[src/include/reset_source_controller_map.svh]
// Purpose: offsets, field positions, reset values and counts for the
//          reset source controller.
// Assumes: APB with 32-bit data, one aligned word per register.
// Notes:   definitions only.
`ifndef RESET_SOURCE_CONTROLLER_MAP_SVH
`define RESET_SOURCE_CONTROLLER_MAP_SVH

// ----------------------------------------------------------------------
// register byte offsets
// ----------------------------------------------------------------------
`define RSC_OFF_CAUSE      12'h000
`define RSC_OFF_IRQ_STAT   12'h004
`define RSC_OFF_IRQ_EN     12'h008
`define RSC_OFF_IRQ_CLR    12'h00C
`define RSC_OFF_CONFIG     12'h010

// ----------------------------------------------------------------------
// cause flag positions
// ----------------------------------------------------------------------
`define RSC_BIT_POR        0
`define RSC_BIT_EXT        1
`define RSC_BIT_BOD        2
`define RSC_BIT_WDT        3

// ----------------------------------------------------------------------
// config field positions and reset values
// ----------------------------------------------------------------------
`define RSC_CFG_WDT_RST    0
`define RSC_CFG_BOD_EN     1
`define RSC_CFG_EXT_DIS    2
`define RSC_CFG_RESET      3'h2

// ----------------------------------------------------------------------
// timing: start-up delay in microseconds per select code
// ----------------------------------------------------------------------
`define RSC_CLK_MHZ        10
`define RSC_TOUT_US_0      1
`define RSC_TOUT_US_1      4100
`define RSC_TOUT_US_2      65000
`define RSC_TOUT_US_3      16

`endif

[src/include/reset_source_controller_pkg.sv]
// Purpose: types shared by the reset source controller.
// Assumes: constants live in the map header.
// Notes:   the cause vector is one packed struct.
package reset_source_controller_pkg;

	// ------------------------------------------------------------------
	// reset cause flags, bit 3 down to 0
	// ------------------------------------------------------------------
	typedef struct packed {
		logic watchdog_reset_flag;   // bit 3
		logic brownout_reset_flag;   // bit 2
		logic external_reset_flag;   // bit 1
		logic power_on_reset_flag;   // bit 0
	} reset_cause_t;

	// ------------------------------------------------------------------
	// sequencer states
	// ------------------------------------------------------------------
	typedef enum logic [1:0] {
		ST_HOLD  = 2'b00,   // a source is active
		ST_DELAY = 2'b01,   // sources gone, counter running
		ST_RUN   = 2'b10    // internal reset released
	} seq_state_t;

endpackage

[src/verilog/reset_source_controller.sv]
// Purpose: merges four reset sources into one stretched internal reset
//          and keeps sticky cause flags readable over APB.
// Assumes: clk 10 MHz; reset_n is the power-on detector output, low
//          while the supply sits below threshold.
// Notes:   the pin and the brown-out detector are asynchronous and synchronised here.
//
// Chosen here: the register addresses and the APB slave port.
`timescale 1ns/1ps
`include "reset_source_controller_map.svh"

module reset_source_controller #(
	parameter int DELAY_US_0 = `RSC_TOUT_US_0,   // select 0 delay
	parameter int DELAY_US_1 = `RSC_TOUT_US_1,   // select 1 delay
	parameter int DELAY_US_2 = `RSC_TOUT_US_2,   // select 2 delay
	parameter int DELAY_US_3 = `RSC_TOUT_US_3    // select 3 delay
) (
	input  wire logic        clk,                 // system clock
	input  wire logic        reset_n,             // power-on detect, low
	input  wire logic        ext_reset_pin_n,     // external pin, low
	input  wire logic        brownout_low,        // detector below level
	input  wire logic        watchdog_timeout,    // one-cycle timeout
	input  wire logic [1:0]  startup_time_select, // delay select fuse
	input  wire logic        external_reset_disable, // fuse: ignore pin
	input  wire logic        psel,
	input  wire logic        penable,
	input  wire logic        pwrite,
	input  wire logic [11:0] paddr,
	input  wire logic [31:0] pwdata,
	output logic      [31:0] prdata,
	output logic             pready,
	output logic             pslverr,
	output logic             sys_reset_n,         // stretched reset, low
	output logic             ports_reset_n,       // async port reset, low
	output logic             irq                  // cause interrupt
);

	// ------------------------------------------------------------------
	// derived counts: cycles = us * MHz, at least one
	// ------------------------------------------------------------------
	localparam int CNT_0 = (DELAY_US_0 * `RSC_CLK_MHZ < 1) ? 1 :
		DELAY_US_0 * `RSC_CLK_MHZ;
	localparam int CNT_1 = (DELAY_US_1 * `RSC_CLK_MHZ < 1) ? 1 :
		DELAY_US_1 * `RSC_CLK_MHZ;
	localparam int CNT_2 = (DELAY_US_2 * `RSC_CLK_MHZ < 1) ? 1 :
		DELAY_US_2 * `RSC_CLK_MHZ;
	localparam int CNT_3 = (DELAY_US_3 * `RSC_CLK_MHZ < 1) ? 1 :
		DELAY_US_3 * `RSC_CLK_MHZ;
	localparam int CNT_W = 20;                    // counter width

	// refuse delays that the down-counter cannot hold
	if (CNT_0 >= (1 << CNT_W) || CNT_1 >= (1 << CNT_W) ||
	    CNT_2 >= (1 << CNT_W) || CNT_3 >= (1 << CNT_W)) begin : g_cnt_chk
		$error("delay count exceeds counter width");
	end

	// ------------------------------------------------------------------
	// synchronisers for asynchronous inputs
	// ------------------------------------------------------------------
	logic [1:0] ext_sync_q;     // pin level, two stages
	logic [1:0] bod_sync_q;     // brown-out level, two stages
	logic       ext_low;        // synchronised pin low
	logic       bod_low;        // synchronised brown-out

	// two flops each; only stage 1 is read
	always_ff @(posedge clk or negedge reset_n) begin
		if (!reset_n) begin
			ext_sync_q <= 2'h3;
			bod_sync_q <= 2'h0;
		end else begin
			ext_sync_q <= {ext_sync_q[0], ext_reset_pin_n};
			bod_sync_q <= {bod_sync_q[0], brownout_low};
		end
	end
	assign ext_low = !ext_sync_q[1];
	assign bod_low = bod_sync_q[1];

	// ------------------------------------------------------------------
	// configuration register (software owned)
	// ------------------------------------------------------------------
	logic [2:0] cfg_q;          // watchdog reset, bod enable, ext disable
	logic       wdt_mode;       // watchdog in system reset mode
	logic       bod_en;         // brown-out detector enabled
	logic       ext_dis;        // pin ignored by software or fuse
	assign wdt_mode = cfg_q[`RSC_CFG_WDT_RST];
	assign bod_en   = cfg_q[`RSC_CFG_BOD_EN];
	assign ext_dis  = cfg_q[`RSC_CFG_EXT_DIS] | external_reset_disable;

	// ------------------------------------------------------------------
	// source merge
	// ------------------------------------------------------------------
	logic ext_src;   // pin reset qualified
	logic bod_src;   // brown-out qualified
	logic wdt_src;   // watchdog reset qualified
	logic any_src;   // ORed cause, clocked view

	assign ext_src = ext_low & !ext_dis;
	assign bod_src = bod_low & bod_en;
	assign wdt_src = watchdog_timeout & wdt_mode;
	assign any_src = ext_src | bod_src | wdt_src;

	// async port reset: combine raw levels so no clock is needed
	logic port_rst_raw;
	assign port_rst_raw = !reset_n |
		(!ext_reset_pin_n & !ext_dis) | (brownout_low & bod_en);

	// ------------------------------------------------------------------
	// sequencer: hold, delay, run
	// ------------------------------------------------------------------
	reset_source_controller_pkg::seq_state_t state_q;
	logic [CNT_W-1:0] cnt_q;     // delay down-counter
	logic [CNT_W-1:0] load_val;  // selected delay

	always_comb begin
		unique case (startup_time_select)
			2'h0: load_val = CNT_W'(CNT_0);
			2'h1: load_val = CNT_W'(CNT_1);
			2'h2: load_val = CNT_W'(CNT_2);
			2'h3: load_val = CNT_W'(CNT_3);
		endcase
	end

	// state advances; power-on is the master async reset
	// supply low forces hold at once
	always_ff @(posedge clk or negedge reset_n) begin
		if (!reset_n) begin
			state_q <= reset_source_controller_pkg::ST_HOLD;
		end else if (any_src) begin
			// watchdog pulse holds one cycle, then counts
			state_q <= reset_source_controller_pkg::ST_HOLD;
		end else begin
			unique case (state_q)
				reset_source_controller_pkg::ST_HOLD: begin
					state_q <= reset_source_controller_pkg::ST_DELAY;
				end
				reset_source_controller_pkg::ST_DELAY: begin
					if (cnt_q == CNT_W'(1)) begin
						state_q <= reset_source_controller_pkg::ST_RUN;
					end
				end
				reset_source_controller_pkg::ST_RUN: begin
					state_q <= reset_source_controller_pkg::ST_RUN;
				end
			endcase
		end
	end

	// counter reloads while held, counts in delay
	always_ff @(posedge clk or negedge reset_n) begin
		if (!reset_n) begin
			cnt_q <= '0;
		end else if (any_src ||
		             state_q == reset_source_controller_pkg::ST_HOLD) begin
			cnt_q <= load_val;
		end else if (state_q == reset_source_controller_pkg::ST_DELAY) begin
			cnt_q <= cnt_q - CNT_W'(1);
		end
	end

	// released output from a flop, leaves reset on a clock edge
	// release on a clock edge
	always_ff @(posedge clk or negedge reset_n) begin
		if (!reset_n) begin
			sys_reset_n <= 1'b0;
		end else begin
			sys_reset_n <= !any_src &&
				state_q == reset_source_controller_pkg::ST_DELAY &&
				cnt_q == CNT_W'(1) ||
				(!any_src &&
				 state_q == reset_source_controller_pkg::ST_RUN);
		end
	end

	// ports: asserted asynchronously by supply, pin and brown-out, released one cycle after the system reset
	always_ff @(posedge clk or posedge port_rst_raw) begin
		if (port_rst_raw) begin
			ports_reset_n <= 1'b0;
		end else begin
			ports_reset_n <= sys_reset_n;
		end
	end

	// ------------------------------------------------------------------
	// APB decode
	// ------------------------------------------------------------------
	logic wr_en;      // write in access phase
	logic rd_en;      // read in access phase
	logic hit;        // mapped address
	assign wr_en = psel & penable & pwrite;
	assign rd_en = psel & penable & !pwrite;
	assign hit = paddr == `RSC_OFF_CAUSE || paddr == `RSC_OFF_IRQ_STAT ||
		paddr == `RSC_OFF_IRQ_EN || paddr == `RSC_OFF_IRQ_CLR ||
		paddr == `RSC_OFF_CONFIG;

	// ------------------------------------------------------------------
	// cause flags
	// ------------------------------------------------------------------
	reset_source_controller_pkg::reset_cause_t cause_q;
	logic [3:0] cause_set;     // new events this cycle
	logic [3:0] cause_keep;    // software write mask
	logic       por_seen_q;    // first cycle after power-on release
	logic       ext_d1_q;      // previous qualified pin reset
	logic       bod_sync_d1_q; // previous qualified brown-out

	// pin and brown-out flag on their rising edge only
	assign cause_set = {wdt_src, bod_src & !bod_sync_d1_q,
		ext_src & !ext_d1_q, por_seen_q};
	always_ff @(posedge clk or negedge reset_n) begin
		if (!reset_n) begin
			ext_d1_q      <= 1'b0;
			bod_sync_d1_q <= 1'b0;
			por_seen_q    <= 1'b1;
		end else begin
			ext_d1_q      <= ext_src;
			bod_sync_d1_q <= bod_src;
			por_seen_q    <= 1'b0;
		end
	end

	assign cause_keep = (wr_en && paddr == `RSC_OFF_CAUSE) ?
		pwdata[3:0] : 4'hF;

	// power-on clears the others; pin and brown-out keep flags
	// watchdog flag
	// power-on flag, survives all but zero writes
	always_ff @(posedge clk or negedge reset_n) begin
		if (!reset_n) begin
			// power-on is itself the cause, so only its flag is set
			cause_q <= 4'h1;
		end else begin
			// set wins over a clearing write
			cause_q <= (cause_q & cause_keep) | cause_set;
		end
	end

	// ------------------------------------------------------------------
	// interrupt: sticky status, enable, write-one clear
	// ------------------------------------------------------------------
	logic [3:0] irq_stat_q;   // sticky events
	logic [3:0] irq_en_q;     // enables
	logic [3:0] irq_clr;      // clear mask

	assign irq_clr = (wr_en && paddr == `RSC_OFF_IRQ_CLR) ?
		pwdata[3:0] : 4'h0;

	always_ff @(posedge clk or negedge reset_n) begin
		if (!reset_n) begin
			irq_stat_q <= 4'h0;
		end else begin
			irq_stat_q <= (irq_stat_q & ~irq_clr) | cause_set;
		end
	end

	always_ff @(posedge clk or negedge reset_n) begin
		if (!reset_n) begin
			irq_en_q <= 4'h0;
			cfg_q    <= `RSC_CFG_RESET;
		end else if (wr_en && paddr == `RSC_OFF_IRQ_EN) begin
			irq_en_q <= pwdata[3:0];
		end else if (wr_en && paddr == `RSC_OFF_CONFIG) begin
			cfg_q <= pwdata[2:0];
		end
	end

	always_ff @(posedge clk or negedge reset_n) begin
		if (!reset_n) begin
			irq <= 1'b0;
		end else begin
			irq <= |(((irq_stat_q & ~irq_clr) | cause_set) & irq_en_q);
		end
	end

	// ------------------------------------------------------------------
	// APB answer, registered
	// ------------------------------------------------------------------
	logic [31:0] rd_mux;
	always_comb begin
		rd_mux = 32'h0;
		unique case (paddr)
			`RSC_OFF_CAUSE:    rd_mux = {28'h0, cause_q};
			`RSC_OFF_IRQ_STAT: rd_mux = {28'h0, irq_stat_q};
			`RSC_OFF_IRQ_EN:   rd_mux = {28'h0, irq_en_q};
			`RSC_OFF_CONFIG:   rd_mux = {29'h0, cfg_q};
			default:           rd_mux = 32'h0;
		endcase
	end

	// pready one cycle in access; data and error registered alongside
	always_ff @(posedge clk or negedge reset_n) begin
		if (!reset_n) begin
			pready  <= 1'b0;
			prdata  <= 32'h0;
			pslverr <= 1'b0;
		end else begin
			pready  <= psel & !penable;
			prdata  <= (psel & !penable & !pwrite) ? rd_mux : 32'h0;
			pslverr <= psel & !penable & !hit;
		end
	end

	// ------------------------------------------------------------------
	// assertions
	// ------------------------------------------------------------------
	a_port_async: assert property (
		@(posedge clk) disable iff (!reset_n)
		port_rst_raw |-> !ports_reset_n)
		else $error("ports not held in reset");
	a_hold_src: assert property (
		@(posedge clk) disable iff (!reset_n)
		any_src |=> !sys_reset_n)
		else $error("source did not hold reset");
	a_no_early: assert property (
		@(posedge clk) disable iff (!reset_n)
		$rose(sys_reset_n) |->
		$past(state_q) == reset_source_controller_pkg::ST_DELAY)
		else $error("release without delay");
	// a low pin while disabled must leave a running system running
	a_ext_mask: assert property (
		@(posedge clk) disable iff (!reset_n)
		(ext_dis && ext_low && !bod_src && !wdt_src &&
		 state_q == reset_source_controller_pkg::ST_RUN) |=> sys_reset_n)
		else $error("pin used while disabled");
	a_wdt_mode: assert property (
		@(posedge clk) disable iff (!reset_n)
		(watchdog_timeout && !wdt_mode && !ext_src && !bod_src &&
		 state_q == reset_source_controller_pkg::ST_RUN) |=> sys_reset_n)
		else $error("watchdog reset outside mode");
	a_wdt_flag: assert property (
		@(posedge clk) disable iff (!reset_n)
		wdt_src |=> cause_q.watchdog_reset_flag)
		else $error("watchdog flag not set");
	a_ext_flag: assert property (
		@(posedge clk) disable iff (!reset_n)
		(ext_src && !ext_d1_q) |=> cause_q.external_reset_flag)
		else $error("external flag not set");
	a_one_keeps: assert property (
		@(posedge clk) disable iff (!reset_n)
		(wr_en && paddr == `RSC_OFF_CAUSE && pwdata[0] &&
		 cause_q.power_on_reset_flag) |=> cause_q.power_on_reset_flag)
		else $error("write one cleared flag");
	// only a zero write may drop the power-on flag
	a_por_flag: assert property (
		@(posedge clk) disable iff (!reset_n)
		(cause_q.power_on_reset_flag &&
		 !(wr_en && paddr == `RSC_OFF_CAUSE && !pwdata[0])) |=>
		cause_q.power_on_reset_flag)
		else $error("power-on flag lost");
	a_irq_level: assert property (
		@(posedge clk) disable iff (!reset_n)
		(|(irq_stat_q & irq_en_q) && irq_clr == 4'h0) |=> irq)
		else $error("irq not raised");
	c_ext_reset: cover property (@(posedge clk) disable iff (!reset_n)
		ext_src ##1 !ext_src ##[1:300] $rose(sys_reset_n));
	c_wdt_reset: cover property (@(posedge clk) disable iff (!reset_n)
		wdt_src ##1 !sys_reset_n);
	c_bod_reset: cover property (@(posedge clk) disable iff (!reset_n)
		$rose(bod_src));

endmodule // reset_source_controller
[config.mk]
export PLATFORM = sky130hd
export DESIGN_NAME = reset_source_controller
export DESIGN_NICKNAME = d
export VERILOG_FILES = /design/src/include/reset_source_controller_pkg.sv /design/src/verilog/reset_source_controller.sv
export VERILOG_INCLUDE_DIRS = /design/src /design/src/include
export SDC_FILE = /design/constraint.sdc
export NUM_CORES = 1
export LEC_CHECK = 0
export BUFFER_PORTS_ARGS = -buffer_cell sky130_fd_sc_hd__buf_2
export CAP_MARGIN = 25
export CORE_ASPECT_RATIO = 1.75
export CORE_MARGIN = 2
export CORE_UTILIZATION = 35
export DETAILED_ROUTE_END_ITERATION = 8
export GPL_ROUTABILITY_DRIVEN = 0
export PLACE_DENSITY = 0.66
export SLEW_MARGIN = 20
export SYNTH_ARGS = -nofsm -noshare
export SYNTH_HDL_FRONTEND = slang
export SYNTH_SLANG_ARGS = --single-unit
[constraint.sdc]
create_clock -name clk -period 1.05 [get_ports clk]
set_input_delay 0.21 -clock clk [delete_from_list [all_inputs] [get_ports clk]]
set_output_delay 0.21 -clock clk [all_outputs]
set_load 0.1 [all_outputs]
== Word level (Yosys, flattened, before mapping) ==
Cells that the tools add are included.

* Output and inout port bits: 37
* Input port bits: 55
* Flip-flop bits (word level): 81

* Bitwise gates (word level): 24
* Reductions and logical operators: 29
* Equality and inequality tests: 11
* $add $sub $neg: 1
* Muxes and demuxes: 10

{| class="wikitable"
|+ Operator list
! operator !! number
|-
| $pmux W20 S4 || 1
|-
| $mux W20 || 2
|-
| $mux W32 || 1
|-
| $eq A12 B4 Y1 const B || 2
|-
| $eq A20 B1 Y1 const B || 1
|-
| $sub A20 B1 Y20 const B || 1
|-
| $pmux W4 S4 || 1
|-
| $and A1 B1 Y1 || 12
|-
| $and A4 B4 Y4 || 3
|-
| $eq A12 B3 Y1 const B || 1
|-
| $eq A12 B5 Y1 const B || 1
|-
| $logic_not A12 Y1 || 1
|-
| $logic_not A1 Y1 || 10
|-
| $mux W4 || 2
|-
| $or A4 B4 Y4 || 2
|-
| $logic_and A1 B1 Y1 || 7
|-
| $eq A2 B2 Y1 const B || 3
|-
| $logic_or A1 B1 Y1 || 6
|-
| $pmux W2 S3 || 1
|-
| $or A1 B1 Y1 || 5
|-
| $eq A2 B1 Y1 const B || 2
|-
| $logic_not A2 Y1 || 2
|-
| $mux W2 || 2
|-
| $not A4 Y4 || 1
|-
| other kinds (5) || 5
|}

== Logic depth before layout (Yosys ltp) ==
* Depth in word-level cells: 9
* Mapped depth: 8
* Depth with buffers taken out: 6

== Least setup slack after synthesis ==
No wires, ideal clock.

* Path type: register to register
* Start: reg state_q[1]
* End: reg cnt_q[11]
* Library setup time: 0.137 ns
* Path slack: -0.971 ns
* Stages on the path, launching flop included: 8
* Buffers on the path: 1
* Arrival: 1.884 ns
* Cells stage by stage: dfrtp_1 -> inv_1 -> ha_1 -> buf_2 -> or4b_2 -> nor4_2 -> and4_1 -> nor3_1

* Word-level cells in the longest chain between the ends: 3

{| class="wikitable"
|+ RTL lines
! item !! line !! text
|-
| start, declared || reset_source_controller.sv:109 || <nowiki>reset_source_controller_pkg::seq_state_t state_q;</nowiki>
|-
| start signal, assigned || reset_source_controller.sv:126 || <nowiki>state_q <= reset_source_controller_pkg::ST_HOLD;</nowiki>
|-
| start signal, assigned || reset_source_controller.sv:129 || <nowiki>state_q <= reset_source_controller_pkg::ST_HOLD;</nowiki>
|-
| start signal, assigned || reset_source_controller.sv:133 || <nowiki>state_q <= reset_source_controller_pkg::ST_DELAY;</nowiki>
|-
| $logic_not A2 Y1 || reset_source_controller.sv:152 || <nowiki>state_q == reset_source_controller_pkg::ST_HOLD) begin</nowiki>
|-
| $logic_or A1 B1 Y1 || reset_source_controller.sv:151 || <nowiki>end else if (any_src ||</nowiki>
|-
| $mux W20 or $reduce_bool A2 Y1 (tied branches) || -- ||
|-
| end signal, assigned || reset_source_controller.sv:153 || <nowiki>cnt_q <= load_val;</nowiki>
|-
| end signal, assigned || reset_source_controller.sv:155 || <nowiki>cnt_q <= cnt_q - CNT_W'(1);</nowiki>
|-
| end, declared || reset_source_controller.sv:110 || <nowiki>logic [CNT_W-1:0] cnt_q;</nowiki>
|}

Several ways; a longest one is shown, not always the timed one.
A chain may end at the register's enable or synchronous reset.

== Final worst setup path ==
* Start: reg cnt_q[13]
* End: reg cnt_q[18]

* Word-level cells in the longest chain between the ends: 3

{| class="wikitable"
|+ RTL lines
! item !! line !! text
|-
| $sub A20 B1 Y20 || reset_source_controller.sv:155 ||
|-
| $mux W20 || reset_source_controller.sv:154 || <nowiki>end else if (state_q == reset_source_controller_pkg::ST_DELAY) begin</nowiki>
|-
| $mux W20 || reset_source_controller.sv:151 ||
|}

Every way passes these cells. The select of a mux whose other input is x is not followed.

==> impl_metrics.py <==
metrics = {
    "outcome": {
        "outcome": "complete, but fails checks",
        "violations": "negative setup slack",
    },
    "grt": {
        "grt_max_degree": 47,
        "grt_overflow": 0,
        "top_usage_layer": "met2",
        "antenna_found_initial": 0,
        "grtUsageTotal": 0.2052,
        "met3_usage": 0.03384,
        "grt_pass1_wl_um": 14420,
        "first_global_vias": 3105,
        "met2_usage": 0.3810,
        "use_met1": 0.1928,
    },
    "power": {
        "power_frac_comb": 0.565,
        "irDropWorstVdd_uv": 1177,
        "p_per_area_mw_per_mm2": 2121,
        "seqPwrFrac": 0.259,
        "internal_power_uw": 6426,
        "clockPowerShare": 0.176,
        "power.share.switching": 0.4054,
        "p_leak_uw": 0.002281,
        "p_switching_uw": 4382,
    },
    "sta": {
        "rsz0062_at_grt": "true",
        "slew_violations": 0,
        "hold_ws_ns": 0.2196,
        "fin_ws_ns": -0.9025,
        "setup_viol": 53,
        "finClkSkew_ns": 0.01183,
        "max_freq_mhz": 512.2,
        "finalCriticalPeriod_ns": 1.952,
        "fin_crit_sh": 1.859,
        "hold_viol": 0,
    },
    "cts": {
        "htreeDepth": 2,
        "clk_pin_slew_worst_paths_ns": 0.07,
        "cts_sinks": 53,
        "numCtsBuffers": 5,
        "cts-root-buf": "clkbuf_16",
        "cts_tree": "done",
        "clock_latency_ns": 0.30,
        "cts_max_path_buffers": 2,
    },
    "layout": {
        "diodes": 0,
        "drive_gt1_frac": 0.5824,
        "seqCellArea_mm2": 0.001344,
        "area_growth_pct": 72.91,
        "nets": 531,
        "utilization": 0.6170,
        "fillers": 617,
        "multi_input_area_mm2": 0.001986,
    },
    "placed_design": {
        "hpwl_um": 6283,
        "post-place-ws_ns": -1.026,
        "port_buffers": 35,
    },
    "logic_synthesis": {
        "syn_area_mm2": 0.002947,
        "ys.warnings.count": 0,
        "yosys_most_used_dff": "dfrtp_1",
        "synth_edf_count": 0,
        "ys_types": 48,
        "synthArstFlopShare": 1.000,
        "ys_top_cells_by_count": "dfrtp_1 (48), buf_4 (28), nand2_1 (20)",
        "avgSynthCellArea_um2": 9.757,
        "synth.most_common_cell": "dfrtp_1",
        "synth_top_area_cell": "dfrtp_1",
        "ys_ff_latch": 53,
        "yosysTopAreaCellShare": 0.4076,
        "ys_seq_area_frac": 0.4522,
        "syn-instance-count": 302,
        "synthTopCellsByArea": "dfrtp_1 (41%), buf_4 (7.1%), dfstp_2 (4.5%)",
    },
    "routing": {
        "drtIter0Drc": 103,
        "final_antenna_net_count": 0,
        "num_vias": 2920,
        "route.detailed.drc": 0,
        "wl_per_cell_um": 17.57,
        "routed_wirelength_um": 9824,
        "vias_per_cell": 5.224,
        "first_pass_iters": 4,
    },
    "min_path": {
        "min_path_cells": 3,
        "hold_class": "primary input to register",
        "worstHoldStart": "penable",
        "min_to": "pready",
    },
    "setup_path": {
        "r2r_start": "cnt_q[13]",
        "end_kind": "register",
        "cp-start-kind": "register",
        "path_buf_inv": 0,
        "critical_path_class": "register to register",
        "regToRegSetupSlack_ns": -0.90,
        "critPathMaxStageDelay_ns": 0.57,
        "crit_arrival_ns": 2.18,
        "reg2reg_to": "cnt_q[18]",
        "worst_r2r_path_depth": 4,
        "crit_chain": "or4_4 -> or3_2 -> or3_4 -> a21oi_2",
        "required_ns": 1.27,
        "cp_slowest_cell": "or4_4",
        "cp_max_fo": 3,
        "crit_family": "simple AND/OR/NAND/NOR gates",
    },
    "die": {
        "die_h_um": 125.4,
        "die_w_um": 73.36,
        "fp.coreArea_mm2": 0.008258,
        "initial_core_util": 0.3568,
        "dieArea_mm2": 0.009198,
        "rows": 44,
        "io_pins": 92,
    },
    "job": {
        "maxCapViolCount": 0,
    },
}
worst reg2reg max path, cell delays in order (launching register included):
cell and delay, ns:
dfrtp_1 0.38, or4_4 0.57, or3_2 0.48, or3_4 0.34
a21oi_2 0.12
final cells by class:
| cell class | instances | area share |
|---|---|---|
| Clock buffer | 5 | 0.02456 |
| Clock inverter | 3 | 0.009086 |
| Inverter | 12 | 0.01031 |
| Multi-Input combinational cell | 228 | 0.3897 |
| Sequential cell | 53 | 0.2638 |
| Tap cell | 92 | 0.02259 |
| Timing Repair Buffer | 166 | 0.2800 |
kinds of logic after synthesis:
kind of cell | after synthesis | synth area share
adder cells (fa/ha/maj) | 10 | 0.04246
buffers and inverters | 50 | 0.1002
other | 1 | 0.001273
multiplexers | 13 | 0.04714
AND/OR/NAND/NOR | 110 | 0.2047
XOR/XNOR | 12 | 0.03567
flip-flops | 53 | 0.4522
AO/OA/AOI/OAI | 53 | 0.1163
sequential cells by signal, summed over array words and instances (netlist names):
register,count
por_seen_q,1
pslverr,1
irq,1
cfg_q,3
cnt_q,20
bod_sync_q,2
prdata,4
pready,1
bod_sync_d1_q,1
ext_sync_q,2
irq_en_q,4
state_q,2
ext_d1_q,1
sys_reset_n,1
cause_q,4
irq_stat_q,4
ports_reset_n,1
routing by layer:
metal	share of wire	wire length, um	vias to the layer above
met3	0.037	359	49
met2	0.57	5643	109
met1	0.32	3165	1406
li1	-	-	1356
met4	0.067	657	0
met5	0	0	-
stage by stage:
step,power [uW],instances,TNS [ns],area (um^2)
2_1_floorplan,5475,330,-15.97,3312
3_3_place_gp,7024,514,-23.69,4159
3_5_place_dp,7188,514,-26.17,4159
4_1_cts,10110,542,-18.64,4802
5_1_grt,11290,559,-22.81,5095
6_report,10810,559,-20.44,5095
cell usage in the layout (no fill, tap or decap), types with 6 or more instances in the layout:
master,instances
buf_4,101
nor2_1,15
buf_12,10
nand2_1,17
xnor2_1,6
nand4_1,6
dfrtp_1,39
inv_1,7
nand3_1,11
ha_1,7
nor3_1,7
conb_1,29
dfrtp_2,9
buf_2,24
a21oi_2,10
buf_6,26
power groups by stage:
stage               Sequential, uW  Combinational [uW]  Clock, uW
finish                        2800                6110       1900
CTS                           2780                5380       1950
floorplan                     3000                2470          0
global route                  2840                6430       2020
global placement              2760                4270          0
detailed placement            2790                4400          0
how the worst max path moves through the flow:
stage,start,endpoint,slack [ns],cells after the start
after floorplan,cnt_q[14],cnt_q[19],-0.88,4
after global placement,cnt_q[16],cnt_q[19],-0.91,4
after detailed placement,cnt_q[16],state_q[0],-1.03,6
after CTS,cnt_q[13],state_q[1],-0.88,6
after global routing,cnt_q[13],cnt_q[18],-0.97,4
final,cnt_q[13],cnt_q[18],-0.90,4
repair_timing:
action | CTS | global route
pin swaps | 35 | 37
hold endpoints to repair | 39 | 0
buffers inserted | 16 | 22
resized for setup | 70 | 39
gates cloned | 1 | 0
endpoints found under the setup margin | 52 | 52
hold buffers | 4 | 0
(Power assumes the default switching activity.)
